File: src/logic/range_match.sv
// Half-open address window comparator.
`timescale 1ns/10ps
module range_match (
   input wire logic [31:0] addr,
   input wire logic [31:0] lower,
   input wire logic [31:0] upper,
   output logic hit
);
   // RULE20 - half-open window test.
   assign hit = (addr >= lower) && (addr < upper);
endmodule

File: config.mk
export PLATFORM = sky130hd
export DESIGN_NAME = range_match
export DESIGN_NICKNAME = d
export VERILOG_FILES = /design/src/logic/range_match.sv
export SDC_FILE = /design/constraint.sdc
export NUM_CORES = 1
export LEC_CHECK = 0
export BUFFER_PORTS_ARGS = -buffer_cell sky130_fd_sc_hd__buf_2
export CORE_MARGIN = 10
export CORE_UTILIZATION = 35
export DETAILED_ROUTE_END_ITERATION = 16
export PLACE_DENSITY_LB_ADDON = 0.25
export SYNTH_ARGS = -nofsm -noshare
export SYNTH_HDL_FRONTEND = slang
export SYNTH_SLANG_ARGS = --single-unit
File: constraint.sdc
create_clock -name vclk -period 2.01
set_input_delay 0.201 -clock vclk [all_inputs]
set_output_delay 0.201 -clock vclk [all_outputs]
set_load 0.01 [all_outputs]
[Yosys cells after proc, flatten, opt, wreduce, memory -nomap -nowiden]
Cells that the tools add are included.
W data, S select, Z words.
Word-level totals
  register bits: 0
  word-level logic and storage cells: 3
Cells by class
  order comparisons: 2
  reduce and logical (&&, ||, !) cells: 1
Operators by type and width (number)
  $ge A32 B32 Y1: 1
  $lt A32 B32 Y1: 1
  $logic_and A1 B1 Y1: 1

[Depth between registers and ports, before layout]
Gate-level depths: netlist (run 1).
  depth in word-level cells: 2
  depth in mapped cells: 8
  depth with buffers taken out: 8

[Worst setup path before layout (run 1)]
No wires, ideal clock.
  kind: input port to output port
  start point: input port lower[15]
  end point: output port hit
  arrival: 1.667 ns
  setup slack: 0.142 ns
  cell stages on the path: 7
  buffers on the path: 0
  cells stage by stage: inv_1 ha_1 nand4_1 or3_1 a2111oi_1 o41ai_1 a211oi_2
On the way
  cells in the longest elaborated chain, start to end: 2
Ends and longest elaborated chain
  start: declaration: RTL line 5  | input wire logic [31:0] lower,
  $ge A32 B32 Y1: RTL line 10  | assign hit = (addr >= lower) && (addr < upper);
  $logic_and A1 B1 Y1: RTL line 10
  end: declaration: RTL line 7  | output logic hit
Every way passes these cells.

[Worst setup path in the final report (run 1)]
  start point: input port lower[13]
  end point: output port hit
Same word-level chain as after synthesis.

==> results.json, run 1 <==
{
  "status": "finished clean",
  "vias": 1834,
  "seq_area_sq_um": 0,
  "min_period_over_period_pct": 97.9,
  "min_from": "addr[31]",
  "area_growth_pct": 56.5,
  "start_util_pct": 35.9,
  "crit_path_start_kind": "input port",
  "cp_slowest_cell": "ha_4",
  "internal_power_mw": 0.243,
  "place_congestion": 0.755,
  "multi_input_area_sq_mm": 0.00155,
  "cp.required_ns": 1.81,
  "postPlaceCellArea_sq_mm": 0.00219,
  "hold_path.class": "in2out",
  "critPathTopFamily": "buffers and inverters",
  "ir_drop_v": 0.0000701,
  "crit_buf_inv": 7,
  "avgRoutedWirePerCell_microns": 12.6,
  "nets": 495,
  "worstSetupStartpoint": "lower[13]",
  "grt_pass1_wl_microns": 7790,
  "hold_viol": 0,
  "finalMaxSlewViolations": 0,
  "top_layer": "met3",
  "synth_area_leaders": "ha_1 (50%), inv_1 (15%), a21oi_1 (6.7%)",
  "path_common_cell": "buf_4",
  "max_freq_mhz": 508,
  "maxCapViolations": 0,
  "design.seq.count": 0,
  "synth_nets": 382,
  "ys_seq_area_share_pct": 0,
  "p_per_area_mw_per_mm2": 188,
  "die_w_microns": 86.8,
  "crit_fanout": 2,
  "crit_chain": "buf_2, inv_1, ha_4, nand4_1, buf_4, buf_4, buf_4, buf_4, nor2_2, o41ai_2, a211oi_2, buf_2",
  "max_stage_delay_ns": 0.27,
  "postSynthCellCount": 223,
  "dpl.hpwl_microns": 4410,
  "synth.distinct_cells": 26,
  "firstDrtPassIters": 4,
  "gr-total-overflow": 0,
  "critical_path_arrival_ns": 1.77,
  "antenna_found_initial": 0,
  "layout-drive-gt1-share_pct": 41.3,
  "tightest_slew_ns": 0.401,
  "worstSetupPathType": "in2out",
  "dp.cells": 382,
  "postLayoutCellArea_sq_mm": 0.00245,
  "die_area_sq_mm": 0.00754,
  "p_leak_nw": 1.46,
  "core_sq_mm": 0.00435,
  "drtIter0Drc": 25,
  "fin_crit_ns": 1.97,
  "syn_avg_cell_area_sq_um": 7.01,
  "p_switching_mw": 0.217,
  "wl_met1_microns": 1980,
  "p_clk_share_pct": 0,
  "comb_power_share_pct": 100.0,
  "worstSetupEndpoint": "hit",
  "synth_top_cell_by_area": "ha_1",
  "die_h_microns": 86.8,
  "synth_top_area_share_pct": 50.4,
  "crit_path_end_kind": "primary output",
  "seqPwrFrac_pct": 0,
  "track_usage_pct": 11.6,
  "finalSetupViolCount": 0,
  "cp.depth": 12,
  "fill_cells": 435,
  "viasPerCell": 4.75,
  "antenna_cells": 0,
  "io_pins": 97,
  "instances_no_fill": 386,
  "rsz0062_at_grt": "yes",
  "final_antenna_net_count": 0,
  "num_rows": 24,
  "grt_max_degree": 5,
  "clkbuf_count": 0,
  "routed-wl-met3_microns": 372,
  "grt_pass1_vias": 1961,
  "synth_area_sq_mm": 0.00156,
  "maxSlewHeadroom_pct": 73.0,
  "ys_warn_count": 0,
  "sw_frac_of_total_pct": 47.1,
  "pre_cts_ws_ns": -0.179,
  "fin_ws_ns": 0.0423,
  "finalWirelength_microns": 4860,
  "finalPower_mw": 0.460,
  "drc": 0,
  "routed-wl-met2_microns": 2500,
  "io_buffers": 97
}
## kinds of logic (layout without fill, tap and decap cells)
logic type	count (synthesis)	count (layout)	synth area share [%]
AO/OA/AOI/OAI	47	47	18.7
AND/OR/NAND/NOR	49	49	15.5
adder cells (fa/ha/maj)	63	63	50.4
buffers and inverters	64	175	15.4
## metal layers
layer | track usage (%) | up-vias
met5 | 0 | -
li1 | - | 993
met1 | 12.5 | 781
met3 | 3.00 | 0
met2 | 23.0 | 60
met4 | 0 | 0
## power groups by stage
stage / sequential, mW / clock, mW / combinational, mW
after floorplan: 0 / 0 / 0.209
after global placement: 0 / 0 / 0.382
after detailed placement: 0 / 0 / 0.391
after CTS: 0 / 0 / 0.435
after global routing: 0 / 0 / 0.537
final: 0 / 0 / 0.460
## cell usage in the layout, fill, tap and decap left out
| cell | netlist | final |
|---|---|---|
| buf_2 | 0 | 97 |
| inv_1 | 64 | 63 |
| ha_1 | 63 | 53 |
| a21oi_1 | 21 | 18 |
| nand2_1 | 16 | 15 |
| buf_4 | 0 | 14 |
| ha_4 | 0 | 10 |
| nand4_1 | 8 | 8 |
| o21ai_0 | 9 | 8 |
| nor2_1 | 7 | 6 |
| nand3_1 | 5 | 5 |
| a21o_1 | 4 | 4 |
| a21oi_2 | 0 | 3 |
| nor3_1 | 4 | 3 |
| a2111oi_4 | 0 | 2 |
| a211oi_1 | 2 | 2 |
| a221oi_2 | 0 | 2 |
| a2111oi_2 | 0 | 2 |
| inv_2 | 0 | 1 |
| nand2_2 | 0 | 1 |
| nor2_2 | 0 | 1 |
| or3_4 | 0 | 1 |
| nand2b_4 | 0 | 1 |
| and4_1 | 1 | 1 |
| o41ai_2 | 0 | 1 |
| nor2b_1 | 1 | 1 |
| nor3_2 | 0 | 1 |
| and3_1 | 1 | 1 |
| or3_1 | 2 | 1 |
| o21ai_1 | 0 | 1 |
| o211ai_1 | 1 | 1 |
| o21a_1 | 1 | 1 |
| nand2b_1 | 2 | 1 |
| nor4_1 | 1 | 1 |
| o31ai_1 | 1 | 1 |
| or4_1 | 1 | 1 |
| a211oi_2 | 1 | 1 |
## timing repair
action / 4_1_cts / 5_1_grt
pin swaps: 13 / 9
endpoints found under the setup margin: 1 / 1
buffers inserted: 4 / 0
resized for setup: 18 / 14
hold buffers: 0 / 0
endpoints found under the hold margin: 0 / 0
## worst min path at each step
stage / end / slack (ns) / cells after the start
after floorplan: hit / 0.71 / 4
after global placement: hit / 0.98 / 6
after detailed placement: hit / 1.00 / 6
after CTS: hit / 1.01 / 6
after global routing: hit / 1.05 / 6
final: hit / 1.01 / 6
## Yosys cell counts
master / count
nor4_1: 1
a21oi_1: 21
nor3_1: 4
o41ai_1: 1
nand4_1: 8
a221oi_1: 2
a211oi_1: 2
nand2b_1: 2
o21ai_0: 9
a2111oi_1: 1
nand2_1: 16
o31ai_1: 1
nand3_1: 5
nor2b_1: 1
nor2_1: 7
and3_1: 1
or4_1: 1
a211oi_2: 1
o211ai_1: 1
and4_1: 1
a2111oi_0: 3
ha_1: 63
o21a_1: 1
inv_1: 64
or3_1: 2
a21o_1: 4
## metrics by stage
stage,TNS [ns],util [%],hold WS (ns)
final,0,56.2,1.01
after global routing,-0.0561,56.2,1.05
after CTS,0,53.8,1.01
after detailed placement,-0.179,50.3,1.00
after global placement,-0.137,50.3,0.985
after floorplan,0,-,0.712
## area by class of cell
type	instances	share of cell area [%]
well taps	52	2.66
multi-input cells	159	63.4
inverters	64	9.82
repair buffers	111	24.1
(Power assumes the default switching activity.)
==> run 2, diff against run 1 <==
--- a/config.mk
+++ b/config.mk
@@ -5,10 +5,12 @@
 export SDC_FILE = /design/constraint.sdc
 export NUM_CORES = 1
 export LEC_CHECK = 0
+export ABC_AREA = 1
 export BUFFER_PORTS_ARGS = -buffer_cell sky130_fd_sc_hd__buf_2
 export CORE_MARGIN = 10
 export CORE_UTILIZATION = 35
 export DETAILED_ROUTE_END_ITERATION = 16
+export GPL_TIMING_DRIVEN = 0
 export PLACE_DENSITY_LB_ADDON = 0.25
 export SYNTH_ARGS = -nofsm -noshare
 export SYNTH_HDL_FRONTEND = slang
==> run 2 against run 1 <==
- wire length fell by 14%
- largest power group unchanged
- area after synthesis rose by 4.9%
- combinational power down 18%
- worst hold slack gained 0.036 ns
- sequential share of layout area did not move
- core utilization shrank 6.9 points
- largest cell class unchanged
- cell count is 8.0% higher
- critical path type unchanged
- sequential cell count unchanged
- worst setup slack improved by 0.30 ns
- final area decreased by 10%
- die area increased by 3.7%
- critical path depth unchanged
==> results.json, run 2 <==
{
  "finalPower_mw": 0.379,
  "die_area_sq_mm": 0.00782,
  "design.seq.count": 0,
  "vias": 1831,
  "synthAdderAreaFrac_pct": 48.1,
  "grt_pass1_wl_microns": 6980,
  "synthMuxAreaShare_pct": 0,
  "grt_max_degree": 4,
  "viasPerCell": 4.39,
  "die_w_microns": 88.4,
  "start_util_pct": 36.9,
  "yosys.area_share.simple_pct": 20.7,
  "seq_area_sq_um": 0,
  "firstDrtPassIters": 4,
  "gr-total-overflow": 0,
  "yosys-top-cells-count": "inv_1 (77), ha_1 (63), nand2_1 (58), a21oi_1 (31), nor2_1 (16)",
  "ir_drop_v": 0.0000774,
  "drtIter0Drc": 46,
  "num_rows": 24,
  "ys_seq_area_share_pct": 0,
  "synth.distinct_cells": 15,
  "final_cell_mix": "buf_2 (97), inv_1 (77), ha_1 (63)",
  "worstSetupPathType": "in2out",
  "setup-tns-final_ns": 0,
  "fill_cells": 484,
  "place_congestion": 0.765,
  "cp.required_ns": 1.81,
  "min_from": "addr[22]",
  "timing.hold.ws_ns": 1.04,
  "synth_top_area_share_pct": 48.1,
  "postSynthCellCount": 268,
  "synth_top_family_by_area": "adder cells",
  "p_leak_nw": 1.55,
  "post_cts_buffers": 0,
  "postCtsResizedCells": 0,
  "min_period_over_period_pct": 83.0,
  "finalSetupViolCount": 0,
  "postLayoutCellArea_sq_mm": 0.00219,
  "die_h_microns": 88.4,
  "area_growth_pct": 33.6,
  "synth-compound-area-share_pct": 13.6,
  "layout_commonest_cell": "buf_2",
  "synth_xor_area_share_pct": 0,
  "ys_warn_count": 0,
  "min_to": "hit",
  "crit_path_start_kind": "input port",
  "io_pins": 97,
  "io_buffers": 97,
  "synth_top_cell_by_area": "ha_1",
  "postPlaceCellArea_sq_mm": 0.00219,
  "crit_path_end_kind": "primary output",
  "cp_slowest_cell": "ha_1",
  "crit_buf_inv": 2,
  "syn_avg_cell_area_sq_um": 6.12,
  "dpl.hpwl_microns": 4140,
  "layout-drive-gt1-share_pct": 26.6,
  "synth_nets": 427,
  "maxCapViolations": 0,
  "core_sq_mm": 0.00444,
  "tightest_slew_ns": 0.222,
  "holdBufCountCts": 0,
  "nets": 526,
  "status": "finished clean",
  "antenna_cells": 0,
  "hold_viol": 0,
  "max_freq_mhz": 599,
  "synth_area_sq_mm": 0.00164,
  "finalMaxSlewViolations": 0,
  "crit_chain": "buf_2, ha_1, nand2_1, nor2_1, and2_1, nor2_1, nand2_1, nand2_1, nand2_1, a21oi_1, nor2_1, buf_2",
  "final_antenna_net_count": 0,
  "path_common_cell": "nand2_1",
  "holdPathStages": 8,
  "yosysMostFrequentCell": "inv_1",
  "rsz0062_at_grt": "no",
  "grt_pass1_vias": 1820,
  "avgRoutedWirePerCell_microns": 10.0,
  "crit_fanout": 2,
  "hold_path.class": "in2out",
  "max_stage_delay_ns": 0.30,
  "finalWirelength_microns": 4170,
  "drc": 0,
  "antenna_found_initial": 0,
  "critPathTopFamily": "simple AND/OR/NAND/NOR gates",
  "synth_area_leaders": "ha_1 (48%), inv_1 (18%), nand2_1 (13%)",
  "track_usage_pct": 10.2,
  "fin_crit_ns": 1.67,
  "clkbuf_count": 0,
  "critical_path_arrival_ns": 1.47,
  "cp.depth": 12,
  "maxSlewHeadroom_pct": 85.0,
  "p_per_area_mw_per_mm2": 173
}
run 2: changes by cell type in the layout (fill, tap and decap cells not counted), sizes merged, moves of 6 or more:
cell / before / now
buf: 111 / 97
a21oi: 21 / 31
nor2: 7 / 16
inv: 64 / 77
nand2: 16 / 58
nand4: 8 / 2
run 2: kinds of logic after synthesis:
logic type      count (synthesis)
fa+ha+maj                      63
compound gates                 43
simple gates                   85
buf+inv                        77
run 2: how the worst max path moves through the flow:
stage,slack (ns),startpoint,to
final,0.34,addr[7],hit
after global routing,0.12,addr[7],hit
after global placement,0.34,addr[7],hit
after detailed placement,0.32,addr[7],hit
after floorplan,0.63,lower[7],hit
after CTS,0.32,addr[7],hit
run 2: area by class of cell:
type	count	area, sq um	share of cell area [%]
timing repair buffer	97	485	22.2
multi-input combinational	191	1350	61.7
tap	52	65.1	2.97
inverter	77	289	13.2
run 2: tightest hold or removal path, stage by stage:
cell and delay (ns):
buf_2 0.09, ha_1 0.14, nand2_1 0.04, nand3_1 0.08, a21oi_1 0.06, nand2_1 0.06, nor2_1 0.03, buf_2 0.13
run 2: power by group:
| group | switching (mW) | internal (mW) |
|---|---|---|
| Combinational | 0.190 | 0.189 |
| Clock | 0 | 0 |
| Sequential | 0 | 0 |
run 2: per-layer routing:
layer  track usage [%]  up-vias  wire length [microns]
met5                 0        -                      0
met4                 0        0                      0
met3              2.94        0                    457
met2              18.9       54                   1910
met1              11.9      733                   1810
li1                  -     1044                      -
run 2: metrics by stage:
stage	utilization (%)	cells	setup WS [ns]
6_report	49.3	417	0.341
4_1_cts	49.3	417	0.318
5_1_grt	49.3	417	0.121
2_1_floorplan	-	268	0.625
3_5_place_dp	49.3	417	0.323
3_3_place_gp	49.3	417	0.337
